### src/shared/qtp_pkg.sv
// Package: register map, field layout and codes of the quadrature timer pair
package qtp_pkg;

  // ----------------------------------------
  // Register indices; byte address is four times the index
  // ----------------------------------------
  localparam logic [31:0] IDX_C_CTRL = 32'hfffe4300;
  localparam logic [31:0] IDX_C_MODE = 32'hfffe4301;
  localparam logic [31:0] IDX_C_IOH = 32'hfffe4302;
  localparam logic [31:0] IDX_C_IOL = 32'hfffe4303;
  localparam logic [31:0] IDX_C_IER = 32'hfffe4304;
  localparam logic [31:0] IDX_C_CNT = 32'hfffe4306;
  localparam logic [31:0] IDX_C_GRA = 32'hfffe4308;
  localparam logic [31:0] IDX_C_GRB = 32'hfffe430a;
  localparam logic [31:0] IDX_C_GRC = 32'hfffe430c;
  localparam logic [31:0] IDX_C_GRD = 32'hfffe430e;
  localparam logic [31:0] IDX_Q_CTRL = 32'hfffe4380;
  localparam logic [31:0] IDX_Q_MODE = 32'hfffe4381;
  localparam logic [31:0] IDX_Q_IO = 32'hfffe4382;
  localparam logic [31:0] IDX_Q_IER = 32'hfffe4384;
  localparam logic [31:0] IDX_Q_CNT = 32'hfffe4386;
  localparam logic [31:0] IDX_Q_GRA = 32'hfffe4388;
  localparam logic [31:0] IDX_Q_GRB = 32'hfffe438a;
  localparam logic [31:0] IDX_RUN = 32'hffff4280;
  localparam logic [31:0] IDX_IRQ_STAT = 32'hfffe4390;
  localparam logic [31:0] IDX_IRQ_MASK = 32'hfffe4391;

  function automatic logic [31:0] byte_addr(input logic [31:0] idx);
    return {idx[29:0], 2'b00};
  endfunction

  // ----------------------------------------
  // Field positions
  // ----------------------------------------
  localparam int CLEAR_SOURCE_SEL_LSB = 5;
  localparam int PSC_LSB = 0;
  localparam int EDGE_LSB = 3;
  localparam int MD_LSB = 0;
  localparam int BFA_BIT = 4;
  localparam int BFB_BIT = 5;
  localparam int BFE_BIT = 6;
  localparam int IOA_LSB = 0;
  localparam int IOB_LSB = 4;
  localparam int ADC_TRIGGER_ENABLE_BIT = 7;
  localparam int Q_STAT_LSB = 8;

  // ----------------------------------------
  // Codes
  // ----------------------------------------
  localparam logic [2:0] CLR_A = 3'h1;
  localparam logic [2:0] CLR_B = 3'h2;
  localparam logic [2:0] CLR_C = 3'h5;
  localparam logic [2:0] CLR_D = 3'h6;
  localparam logic [1:0] EDGE_RISE = 2'h0;
  localparam logic [2:0] PSC_DIV1 = 3'h0;
  localparam logic [2:0] PSC_DIV4 = 3'h1;
  localparam logic [2:0] PSC_DIV16 = 3'h2;
  localparam logic [2:0] PSC_DIV64 = 3'h3;
  localparam logic [3:0] MD_NORMAL = 4'h0;
  localparam logic [3:0] MD_PHASE1 = 4'h4;
  localparam logic [3:0] IO_COMPARE = 4'h0;
  localparam logic [3:0] IO_CAP_RISE = 4'h8;
  localparam logic [3:0] IO_CAP_XCH = 4'hc;

  // ----------------------------------------
  // Reset values and timing
  // ----------------------------------------
  localparam logic [7:0] RST_BYTE = 8'h00;
  localparam logic [15:0] RST_WORD = 16'h0000;
  localparam int CYCLE_TIME_NS = 1000000;
  localparam int COUNT_CLK_NS = 20;
  // Value software loads for the 1 ms period at a 20 ns count clock
  localparam logic [15:0] CYCLE_LOAD = 16'(CYCLE_TIME_NS / COUNT_CLK_NS - 1);

endpackage

### src/hdl/qtp_quad_dec.sv
// Four-times quadrature decoder: one step pulse per phase edge
`timescale 1ns/1ps
`default_nettype none
module qtp_quad_dec (
  input wire logic clk_i,
  input wire logic rst_n_i,
  input wire logic a_i,
  input wire logic b_i,
  input wire logic en_i,
  output logic step_o,
  output logic up_o
);
  logic a_ff, b_ff, step_ff, up_ff;
  wire logic a_chg = a_i ^ a_ff;
  wire logic b_chg = b_i ^ b_ff;
  // Both phases moving together is a glitch, not a count
  wire logic nxt_step = en_i & (a_chg ^ b_chg);
  wire logic nxt_up = a_i ^ b_ff;

  always_ff @(posedge clk_i or negedge rst_n_i) begin
    if (!rst_n_i) begin
      a_ff <= 1'b0;
      b_ff <= 1'b0;
      step_ff <= 1'b0;
      up_ff <= 1'b0;
    end else begin
      a_ff <= a_i;
      b_ff <= b_i;
      step_ff <= nxt_step;
      up_ff <= nxt_up;
    end
  end

  assign step_o = step_ff;
  assign up_o = up_ff;
endmodule
`default_nettype wire

### src/hdl/qtp_sync.sv
// Three-stage pin synchroniser with agreement filter
`timescale 1ns/1ps
`default_nettype none
module qtp_sync #(
  parameter int W = 3
) (
  input wire logic clk_i,
  input wire logic rst_n_i,
  input wire logic [W-1:0] d_i,
  output logic [W-1:0] q_o
);
  logic [W-1:0] s1_ff, s2_ff, s3_ff, q_ff;
  // Level moves only once the last two stages agree
  wire logic [W-1:0] agree = ~(s2_ff ^ s3_ff);
  wire logic [W-1:0] nxt_q = (agree & s3_ff) | (~agree & q_ff);

  always_ff @(posedge clk_i or negedge rst_n_i) begin
    if (!rst_n_i) begin
      s1_ff <= '0;
      s2_ff <= '0;
      s3_ff <= '0;
      q_ff <= '0;
    end else begin
      s1_ff <= d_i;
      s2_ff <= s1_ff;
      s3_ff <= s2_ff;
      q_ff <= nxt_q;
    end
  end

  assign q_o = q_ff;
endmodule
`default_nettype wire

### src/hdl/qtp_top.sv
// Quadrature counter channel and cycle timer channel with APB registers
`timescale 1ns/1ps
`default_nettype none
module qtp_top
  import qtp_pkg::*;
(
  input wire logic SYS_CLK_I,
  input wire logic RST_N_I,
  input wire logic PSEL_I,
  input wire logic PENABLE_I,
  input wire logic PWRITE_I,
  input wire logic [31:0] PADDR_I,
  input wire logic [31:0] PWDATA_I,
  output logic [31:0] PRDATA_O,
  output logic PREADY_O,
  output logic PSLVERR_O,
  input wire logic PHASE_A_INPUT_I,
  input wire logic PHASE_B_INPUT_I,
  input wire logic INDEX_INPUT_PIN_I,
  output logic IRQ_O,
  output logic ADC_TRIG_O
);
  import qtp_pkg::*;

  // ----------------------------------------
  // Helpers
  // ----------------------------------------
  function automatic logic psc_tick(input logic [2:0] sel, input logic [5:0] cnt);
    case (sel)
      PSC_DIV1: return 1'b1;
      PSC_DIV4: return &cnt[1:0];
      PSC_DIV16: return &cnt[3:0];
      PSC_DIV64: return &cnt[5:0];
      // External clock sources are not wired to this pair
      default: return 1'b0;
    endcase
  endfunction

  function automatic logic clr_hit(input logic [2:0] sel, input logic [3:0] ev);
    case (sel)
      CLR_A: return ev[0];
      CLR_B: return ev[1];
      CLR_C: return ev[2];
      CLR_D: return ev[3];
      default: return 1'b0;
    endcase
  endfunction

  function automatic logic [31:0] rsel(input logic hit, input logic [15:0] val);
    return hit ? {16'h0000, val} : 32'h0000_0000;
  endfunction

  // ----------------------------------------
  // Storage
  // ----------------------------------------
  logic [7:0] c_ctrl_ff, c_mode_ff, c_ioh_ff, c_iol_ff, c_ier_ff;
  logic [15:0] c_cnt_ff, c_gra_ff, c_grb_ff, c_grc_ff, c_grd_ff;
  logic [7:0] q_ctrl_ff, q_mode_ff, q_io_ff, q_ier_ff;
  logic [15:0] q_cnt_ff, q_gra_ff, q_grb_ff;
  logic [4:0] run_ff;
  logic [15:0] stat_ff, mask_ff;
  // One free prescaler shared by both channels keeps their ticks aligned
  logic [5:0] psc_ff;
  logic idx_prev_ff;
  logic [31:0] prdata_ff;
  logic pready_ff, pslverr_ff, irq_ff, adc_ff;

  // ----------------------------------------
  // Bus decode
  // ----------------------------------------
  wire logic setup = PSEL_I & ~PENABLE_I;
  wire logic acc = PSEL_I & PENABLE_I & pready_ff;
  wire logic wr = acc & PWRITE_I;
  wire logic rd = acc & ~PWRITE_I;

  wire logic h_c_ctrl = PADDR_I == byte_addr(IDX_C_CTRL);
  wire logic h_c_mode = PADDR_I == byte_addr(IDX_C_MODE);
  wire logic h_c_ioh = PADDR_I == byte_addr(IDX_C_IOH);
  wire logic h_c_iol = PADDR_I == byte_addr(IDX_C_IOL);
  wire logic h_c_ier = PADDR_I == byte_addr(IDX_C_IER);
  wire logic h_c_cnt = PADDR_I == byte_addr(IDX_C_CNT);
  wire logic h_c_gra = PADDR_I == byte_addr(IDX_C_GRA);
  wire logic h_c_grb = PADDR_I == byte_addr(IDX_C_GRB);
  wire logic h_c_grc = PADDR_I == byte_addr(IDX_C_GRC);
  wire logic h_c_grd = PADDR_I == byte_addr(IDX_C_GRD);
  wire logic h_q_ctrl = PADDR_I == byte_addr(IDX_Q_CTRL);
  wire logic h_q_mode = PADDR_I == byte_addr(IDX_Q_MODE);
  wire logic h_q_io = PADDR_I == byte_addr(IDX_Q_IO);
  wire logic h_q_ier = PADDR_I == byte_addr(IDX_Q_IER);
  wire logic h_q_cnt = PADDR_I == byte_addr(IDX_Q_CNT);
  wire logic h_q_gra = PADDR_I == byte_addr(IDX_Q_GRA);
  wire logic h_q_grb = PADDR_I == byte_addr(IDX_Q_GRB);
  wire logic h_run = PADDR_I == byte_addr(IDX_RUN);
  wire logic h_stat = PADDR_I == byte_addr(IDX_IRQ_STAT);
  wire logic h_mask = PADDR_I == byte_addr(IDX_IRQ_MASK);

  wire logic mapped = |{h_c_ctrl, h_c_mode, h_c_ioh, h_c_iol, h_c_ier,
                        h_c_cnt, h_c_gra, h_c_grb, h_c_grc, h_c_grd,
                        h_q_ctrl, h_q_mode, h_q_io, h_q_ier, h_q_cnt,
                        h_q_gra, h_q_grb, h_run, h_stat, h_mask};

  wire logic [7:0] wb = PWDATA_I[7:0];
  wire logic [15:0] ww = PWDATA_I[15:0];

  wire logic [31:0] rd_val =
    rsel(h_c_ctrl, {8'h00, c_ctrl_ff}) | rsel(h_c_mode, {8'h00, c_mode_ff}) |
    rsel(h_c_ioh, {8'h00, c_ioh_ff}) | rsel(h_c_iol, {8'h00, c_iol_ff}) |
    rsel(h_c_ier, {8'h00, c_ier_ff}) | rsel(h_c_cnt, c_cnt_ff) |
    rsel(h_c_gra, c_gra_ff) | rsel(h_c_grb, c_grb_ff) |
    rsel(h_c_grc, c_grc_ff) | rsel(h_c_grd, c_grd_ff) |
    rsel(h_q_ctrl, {8'h00, q_ctrl_ff}) | rsel(h_q_mode, {8'h00, q_mode_ff}) |
    rsel(h_q_io, {8'h00, q_io_ff}) | rsel(h_q_ier, {8'h00, q_ier_ff}) |
    rsel(h_q_cnt, q_cnt_ff) | rsel(h_q_gra, q_gra_ff) |
    rsel(h_q_grb, q_grb_ff) | rsel(h_run, {11'h000, run_ff}) |
    rsel(h_stat, stat_ff) | rsel(h_mask, mask_ff);

  // ----------------------------------------
  // Pins and quadrature decode
  // ----------------------------------------
  logic [2:0] pins;
  logic dec_step, dec_up;

  qtp_sync #(
    .W(3)
  ) u_sync (
    .clk_i(SYS_CLK_I),
    .rst_n_i(RST_N_I),
    .d_i({INDEX_INPUT_PIN_I, PHASE_B_INPUT_I, PHASE_A_INPUT_I}),
    .q_o(pins)
  );

  qtp_quad_dec u_dec (
    .clk_i(SYS_CLK_I),
    .rst_n_i(RST_N_I),
    .a_i(pins[0]),
    .b_i(pins[1]),
    .en_i(run_ff[1]),
    .step_o(dec_step),
    .up_o(dec_up)
  );

  wire logic index_rise = pins[2] & ~idx_prev_ff;

  // ----------------------------------------
  // Cycle timer channel
  // ----------------------------------------
  wire logic [2:0] c_clear_source_sel = c_ctrl_ff[CLEAR_SOURCE_SEL_LSB+:3];
  wire logic [3:0] c_ioa = c_ioh_ff[IOA_LSB+:4];
  wire logic [3:0] c_iob = c_ioh_ff[IOB_LSB+:4];
  wire logic [3:0] c_ioc = c_iol_ff[IOA_LSB+:4];
  wire logic [3:0] c_iod = c_iol_ff[IOB_LSB+:4];
  wire logic c_bfa = c_mode_ff[BFA_BIT];
  wire logic c_bfb = c_mode_ff[BFB_BIT];
  wire logic c_edge_ok = c_ctrl_ff[EDGE_LSB+:2] == EDGE_RISE;
  wire logic c_tick = run_ff[0] & c_edge_ok & psc_tick(c_ctrl_ff[PSC_LSB+:3], psc_ff);

  // A compare with a buffer partner lets C feed A, so C itself does not match
  wire logic c_cmp_a = c_tick & (c_ioa == IO_COMPARE) & (c_cnt_ff == c_gra_ff);
  wire logic c_cmp_b = c_tick & (c_iob == IO_COMPARE) & (c_cnt_ff == c_grb_ff);
  wire logic c_cmp_c = c_tick & ~c_bfa & (c_ioc == IO_COMPARE) & (c_cnt_ff == c_grc_ff);
  wire logic c_cmp_d = c_tick & ~c_bfb & (c_iod == IO_COMPARE) & (c_cnt_ff == c_grd_ff);

  // Forward declared quadrature step used by the B capture
  logic q_step;
  wire logic c_cap_b = (c_iob == IO_CAP_XCH) & q_step;
  wire logic c_ev_b = c_cmp_b | c_cap_b;
  wire logic c_clr = clr_hit(c_clear_source_sel, {c_cmp_d, c_cmp_c, c_ev_b, c_cmp_a});
  wire logic c_ovf = c_tick & ~c_clr & (c_cnt_ff == 16'hffff);

  wire logic [15:0] nxt_c_cnt =
    (wr & h_c_cnt) ? ww :
    c_clr ? RST_WORD :
    c_tick ? 16'(c_cnt_ff + 16'h0001) : c_cnt_ff;
  wire logic [15:0] nxt_c_gra =
    (wr & h_c_gra) ? ww : (c_bfa & c_cmp_a) ? c_grc_ff : c_gra_ff;
  wire logic [15:0] nxt_c_grb =
    (wr & h_c_grb) ? ww : c_cap_b ? c_cnt_ff : c_grb_ff;
  wire logic [15:0] nxt_c_grd =
    (wr & h_c_grd) ? ww : (c_cap_b & c_bfb) ? c_grb_ff : c_grd_ff;

  // ----------------------------------------
  // Quadrature channel
  // ----------------------------------------
  wire logic q_phase = q_mode_ff[MD_LSB+:4] == MD_PHASE1;
  wire logic q_normal = q_mode_ff[MD_LSB+:4] == MD_NORMAL;
  wire logic q_edge_ok = q_ctrl_ff[EDGE_LSB+:2] == EDGE_RISE;
  wire logic q_int_tick = q_normal & q_edge_ok & psc_tick(q_ctrl_ff[PSC_LSB+:3], psc_ff);
  // Phase mode overrides prescaler and edge, and counts both ways
  assign q_step = run_ff[1] & (q_phase ? dec_step : q_int_tick);
  wire logic q_up = q_phase ? dec_up : 1'b1;

  wire logic [3:0] q_ioa = q_io_ff[IOA_LSB+:4];
  wire logic [3:0] q_iob = q_io_ff[IOB_LSB+:4];
  wire logic q_cap_a = (q_ioa == IO_CAP_RISE) & index_rise;
  wire logic q_cap_b = (q_iob == IO_CAP_XCH) & c_cmp_c;
  wire logic q_cmp_a = q_step & (q_ioa == IO_COMPARE) & (q_cnt_ff == q_gra_ff);
  wire logic q_cmp_b = q_step & (q_iob == IO_COMPARE) & (q_cnt_ff == q_grb_ff);
  wire logic q_ev_a = q_cap_a | q_cmp_a;
  wire logic q_ev_b = q_cap_b | q_cmp_b;
  wire logic q_clr = clr_hit(q_ctrl_ff[CLEAR_SOURCE_SEL_LSB+:3], {2'b00, q_ev_b, q_ev_a});

  wire logic q_ovf = q_step & q_up & ~q_clr & (q_cnt_ff == 16'hffff);
  wire logic q_unf = q_step & ~q_up & ~q_clr & (q_cnt_ff == 16'h0000);

  wire logic [15:0] q_inc = 16'(q_cnt_ff + 16'h0001);
  wire logic [15:0] q_dec = 16'(q_cnt_ff - 16'h0001);
  wire logic [15:0] nxt_q_cnt =
    (wr & h_q_cnt) ? ww :
    q_clr ? RST_WORD :
    q_step ? (q_up ? q_inc : q_dec) : q_cnt_ff;
  // Capture takes the count before any clear of the same cycle
  wire logic [15:0] nxt_q_gra =
    (wr & h_q_gra) ? ww : q_cap_a ? q_cnt_ff : q_gra_ff;
  wire logic [15:0] nxt_q_grb =
    (wr & h_q_grb) ? ww : q_cap_b ? q_cnt_ff : q_grb_ff;

  // ----------------------------------------
  // Interrupt status and converter trigger
  // ----------------------------------------
  // Bit positions match the enable registers so one mask word covers both
  wire logic [15:0] ev_vec = {2'b00, q_unf, q_ovf, 2'b00, q_ev_b, q_ev_a,
                              3'b000, c_ovf, c_cmp_d, c_cmp_c, c_ev_b, c_cmp_a};
  wire logic [15:0] en_vec = {2'b00, q_ier_ff[5:0], 2'b00, c_ier_ff[5:0]};
  // Only bits that the read returned are cleared; a new event still wins
  wire logic [15:0] rd_clr = (rd & h_stat) ? prdata_ff[15:0] : 16'h0000;
  wire logic [15:0] nxt_stat = (stat_ff & ~rd_clr) | ev_vec;
  wire logic nxt_irq = |(stat_ff & mask_ff & en_vec);
  wire logic nxt_adc = (c_ier_ff[ADC_TRIGGER_ENABLE_BIT] & c_cmp_a) |
                       (q_ier_ff[ADC_TRIGGER_ENABLE_BIT] & q_ev_a);

  // ----------------------------------------
  // Control registers
  // ----------------------------------------
  always_ff @(posedge SYS_CLK_I or negedge RST_N_I) begin
    if (!RST_N_I) begin
      c_ctrl_ff <= RST_BYTE;
      c_mode_ff <= RST_BYTE;
      c_ioh_ff <= RST_BYTE;
      c_iol_ff <= RST_BYTE;
      c_ier_ff <= RST_BYTE;
      q_ctrl_ff <= RST_BYTE;
      q_mode_ff <= RST_BYTE;
      q_io_ff <= RST_BYTE;
      q_ier_ff <= RST_BYTE;
      run_ff <= RST_BYTE[4:0];
      mask_ff <= RST_WORD;
    end else begin
      if (wr & h_c_ctrl) c_ctrl_ff <= wb;
      if (wr & h_c_mode) c_mode_ff <= wb;
      if (wr & h_c_ioh) c_ioh_ff <= wb;
      if (wr & h_c_iol) c_iol_ff <= wb;
      if (wr & h_c_ier) c_ier_ff <= wb;
      if (wr & h_q_ctrl) q_ctrl_ff <= wb;
      if (wr & h_q_mode) q_mode_ff <= wb;
      if (wr & h_q_io) q_io_ff <= wb;
      if (wr & h_q_ier) q_ier_ff <= wb;
      if (wr & h_run) run_ff <= wb[4:0];
      if (wr & h_mask) mask_ff <= ww;
    end
  end

  // ----------------------------------------
  // Counters and general registers
  // ----------------------------------------
  always_ff @(posedge SYS_CLK_I or negedge RST_N_I) begin
    if (!RST_N_I) begin
      c_cnt_ff <= RST_WORD;
      c_gra_ff <= RST_WORD;
      c_grb_ff <= RST_WORD;
      c_grc_ff <= RST_WORD;
      c_grd_ff <= RST_WORD;
      q_cnt_ff <= RST_WORD;
      q_gra_ff <= RST_WORD;
      q_grb_ff <= RST_WORD;
      psc_ff <= 6'h00;
      idx_prev_ff <= 1'b0;
    end else begin
      c_cnt_ff <= nxt_c_cnt;
      c_gra_ff <= nxt_c_gra;
      c_grb_ff <= nxt_c_grb;
      c_grc_ff <= (wr & h_c_grc) ? ww : c_grc_ff;
      c_grd_ff <= nxt_c_grd;
      q_cnt_ff <= nxt_q_cnt;
      q_gra_ff <= nxt_q_gra;
      q_grb_ff <= nxt_q_grb;
      psc_ff <= 6'(psc_ff + 6'h01);
      idx_prev_ff <= pins[2];
    end
  end

  // ----------------------------------------
  // Bus answer, status and outputs
  // ----------------------------------------
  always_ff @(posedge SYS_CLK_I or negedge RST_N_I) begin
    if (!RST_N_I) begin
      prdata_ff <= 32'h0000_0000;
      pready_ff <= 1'b0;
      pslverr_ff <= 1'b0;
      stat_ff <= RST_WORD;
      irq_ff <= 1'b0;
      adc_ff <= 1'b0;
    end else begin
      // No wait states: ready always follows setup by exactly one cycle
      if (setup) prdata_ff <= PWRITE_I ? 32'h0000_0000 : rd_val;
      pready_ff <= setup;
      pslverr_ff <= setup & ~mapped;
      stat_ff <= nxt_stat;
      irq_ff <= nxt_irq;
      adc_ff <= nxt_adc;
    end
  end

  assign PRDATA_O = prdata_ff;
  assign PREADY_O = pready_ff;
  assign PSLVERR_O = pslverr_ff;
  assign IRQ_O = irq_ff;
  assign ADC_TRIG_O = adc_ff;

endmodule
`default_nettype wire

### config.mk
export PLATFORM = sky130hd
export DESIGN_NAME = qtp_top
export DESIGN_NICKNAME = d
export VERILOG_FILES = /design/src/shared/qtp_pkg.sv /design/src/hdl/qtp_quad_dec.sv /design/src/hdl/qtp_sync.sv /design/src/hdl/qtp_top.sv
export SDC_FILE = /design/constraint.sdc
export NUM_CORES = 1
export LEC_CHECK = 0
export ABC_AREA = 1
export ABC_CLOCK_PERIOD_IN_PS = 2610
export BUFFER_PORTS_ARGS = -buffer_cell sky130_fd_sc_hd__buf_4
export CORE_UTILIZATION = 46
export DETAILED_ROUTE_END_ITERATION = 12
export PLACE_DENSITY_LB_ADDON = 0.1
export SLEW_MARGIN = 20
export SYNTH_ARGS = -nofsm -noshare
export SYNTH_HDL_FRONTEND = slang
export SYNTH_SLANG_ARGS = --single-unit
### constraint.sdc
create_clock -name SYS_CLK_I -period 2.61 [get_ports SYS_CLK_I]
set_input_delay 0.522 -clock SYS_CLK_I [delete_from_list [all_inputs] [get_ports SYS_CLK_I]]
set_output_delay 0.522 -clock SYS_CLK_I [all_outputs]
set_load 0.03 [all_outputs]
==> flow_summary_export.csv <==
group,metric,value,unit
place,gp_congestion,1.057,
clock_tree,clock_sinks,280,
place,numPlacedInstances,3246,
logic_synthesis,yosysWarnings,0,
worst_setup_path,crit_start,"q_mode_ff[1]",
worst_setup_path,ff2ff_path_depth,17,
logic_synthesis,ys_ff_latch,280,
global_route,gr-total-overflow,0,
sta,clock-skew-final,27.51,ps
min_path,whs_endpoint,"u_sync.s1_ff[0]",
logic_synthesis,yosysTopAreaCell,"dfrtp_1",
clock_tree,clk_pin_slew,60,ps
logic_synthesis,synthArstFlopShare,1.000,
place,dp_hpwl,62250,um
logic_synthesis,synth_cells,2499,
sta,slew_viol_final,0,
sta,tightest_slew,943.5,ps
worst_setup_path,crit_arrival,3040,ps
power_and_ir_drop,pwr_density_cell,460.6,nW/um^2
clock_tree,htreeDepth,2,
die,dieArea,39220,sq um
route,dr.first_iter.drc_count,2219,
die,die_w,198.1,um
route,vias_per_cell,5.829,
sta,fin_crit_sh,0.9893,
worst_setup_path,cp_common_cell,"nand2_1",
logic_synthesis,syn_area,17680,sq um
die,rows,71,
global_route,grt_max_degree,55,
sta,rsz0062_at_grt,"yes",
route,dr.pass1.iters,6,
global_route,antenna_found_initial,4,
logic_synthesis,syn_area_per_cell,7.075,sq um
run,max-cap-violations,0,
sta,fin_crit,2582,ps
route,wl_per_cell,24.39,um
power_and_ir_drop,ir_drop,0.4730,mV
cells_and_area,finalNonFillerCells,3321,
cells_and_area,drive_above_1_share,0.1825,
die,coreArea,37760,sq um
die,start_util,0.4683,
worst_setup_path,rr_endpoint,"q_cnt_ff[12]",
worst_setup_path,path_cells,"or2_4 > nor2_1 > nand2_1 > inv_2 > buf_12 > ha_1 > buf_4 > nand2_1 > nor2_1 > nand3_1 > nand4_1 > xor2_2 > inv_1 > nand4_1 > nand2_1 > nand2_1 > nand2_1",
logic_synthesis,yosysSeqAreaShare,0.3963,
clock_tree,cts.path.max_buffers,3,
min_path,holdPathStages,1,
clock_tree,tritoncts,"done",
run_status,status,"finished clean",
worst_setup_path,critical_path_class,"flip-flop to flip-flop",
min_path,holdCritStartpoint,"PHASE_A_INPUT_I",
cells_and_area,syn_to_final_growth,25.02,%
logic_synthesis,yosysUniqueCellTypes,56,
place,port_buffers,75,
route,drcViolationCount,0,
global_route,track_usage,0.4182,
sta,setup_violations,0,
route,ant_nets,0,
worst_setup_path,max_stage_delay,390,ps
worst_setup_path,critPathCaptureType,"flip-flop",
clock_tree,insertion_delay,570,ps
logic_synthesis,synthTopCellsByArea,"dfrtp_1 40%, nand2_1 16%, inv_1 5.6%",
worst_setup_path,start_kind,"flip-flop",
clock_tree,cts-root-buf,"clkbuf_16",
clock_tree,numCtsBuffers,35,
sta,hold_viol_final,0,
sta,max-slew-margin-rel,0.3703,
worst_setup_path,cp_top_family,"simple AND/OR/NAND/NOR gates",
logic_synthesis,ys.flop_type,"dfrtp_1",
route,vias,19360,
cells_and_area,finalNetCount,2870,
power_and_ir_drop,leakage,11.10,nW
global_route,grt_pass1_vias,17900,
worst_setup_path,r2r-start,"q_mode_ff[1]",
worst_setup_path,reg2reg_setup_slack,30,ps
logic_synthesis,yosysTopAreaCellShare,0.3963,
die,die_h,198.1,um
sta,max_freq,0.3873,GHz
min_path,hp-class,"input port to flip-flop",
worst_setup_path,cp_data_required_time,3070,ps
worst_setup_path,critPathBufInv,4,
sta,fin_setup_tns,0,ps
worst_setup_path,worstPathMaxFanout,8,
route,postRouteWirelength,81000,um
worst_setup_path,slowest_stage,"dfrtp_1",
worst_setup_path,path_depth,17,
global_route,grt_pass1_wl,117500,um
die,ioPinCount,108,
logic_synthesis,synth-edff-count,0,
## area by class of cell
cell class,count,area [sq um]
Clock inverter,18,247.7
Sequential cell,280,7009
Fill cell,3588,15650
Inverter,285,1072
Tap cell,511,639.4
Clock buffer,45,1005
Multi-Input combinational cell,1820,9111
Timing Repair Buffer,357,3008
Antenna cell,5,12.51
## stage by stage
step,setup slack (ps),hold slack (ps),util,cell area (sq um),power [W]
floorplan,99.06,226.4,-,17740,0.004587
global placement,-14.06,344.7,0.5460,20610,0.004912
detailed placement,-59.20,337.0,0.5460,20610,0.004914
CTS,5.045,44.13,0.5798,21890,0.01020
global route,-122.1,44.14,0.5852,22090,0.01041
finish,27.84,65.52,0.5855,22110,0.01018
## cells in the final DEF, fill, tap and decap left out, types with 8 or more instances in the layout
master,n
nor3_1,35
a21oi_2,10
nand3_1,140
nand2_2,8
buf_4,330
conb_1,16
o21ai_0,139
inv_1,262
xor2_1,43
buf_12,24
nor4_1,18
nand3b_1,8
ha_1,11
nand4_1,113
nor2_1,240
o221ai_1,38
nor2_4,9
o211ai_1,26
xnor2_1,17
nand2_1,768
a21oi_1,38
inv_2,20
o21ai_1,30
o22ai_1,33
clkbuf_16,37
dfrtp_1,278
a31oi_1,14
## cells by family after synthesis
| group | Yosys count | share of synthesized area |
|---|---|---|
| compound gates | 346 | 0.1167 |
| xor+xnor | 62 | 0.03071 |
| fa+ha+maj | 22 | 0.01557 |
| buf+inv | 414 | 0.1003 |
| flops | 280 | 0.3963 |
| mux | 1 | 0.0006369 |
| other cells | 1 | 0.0002121 |
| simple gates | 1373 | 0.3396 |
## cells in the mapped netlist, types with 3 or more instances
| cell | number |
|---|---|
| buf_6 | 4 |
| nand4_2 | 4 |
| a21oi_1 | 48 |
| maj3_1 | 3 |
| nor3_1 | 35 |
| nand3_1 | 140 |
| nor4_1 | 18 |
| a31oi_1 | 14 |
| o211ai_1 | 26 |
| o22ai_1 | 33 |
| nor2_4 | 8 |
| nand2_4 | 5 |
| nand2_1 | 772 |
| o221ai_1 | 38 |
| nand4_1 | 113 |
| nor2_1 | 242 |
| inv_2 | 19 |
| nor2_2 | 6 |
| nor3_2 | 5 |
| buf_2 | 44 |
| xor2_1 | 45 |
| o21ai_1 | 27 |
| o21bai_1 | 4 |
| nand3b_1 | 8 |
| ha_1 | 18 |
| nand2_2 | 4 |
| xnor2_1 | 17 |
| inv_1 | 263 |
| dfrtp_1 | 280 |
| clkbuf_1 | 44 |
| o21ai_0 | 142 |
| buf_4 | 35 |
## repair_timing
action	4_1_cts	5_1_grt
endpoints found under the hold margin	39	0
buffers inserted	1	4
pin swaps	1	9
resized for setup	4	32
gates cloned	0	1
hold buffers	1	0
setup endpoints to repair	6	39
## worst max path at each step
| stage | end | slack, ps |
|---|---|---|
| finish | q_cnt_ff[12] | 30 |
| global route | q_cnt_ff[12] | -120 |
| CTS | c_cnt_ff[8] | 5 |
| detailed placement | q_cnt_ff[10] | -60 |
| global placement | q_cnt_ff[14] | -10 |
| floorplan | q_cnt_ff[14] | 100 |
## report_power, final
group          internal (W)  switching (W)
clock network       0.00323        0.00210
logic              0.000124       0.000351
registers           0.00436      0.0000115
total               0.00772        0.00246
## metal layers
layer	share of wire	vias to the layer above	global-route usage
met2	0.42	1182	0.5955
met5	0.00041	-	0
met1	0.40	9170	0.5662
met3	0.11	254	0.1059
li1	-	8747	-
met4	0.066	4	0.2601
Note: power is estimated with default switching activity, not from simulation.
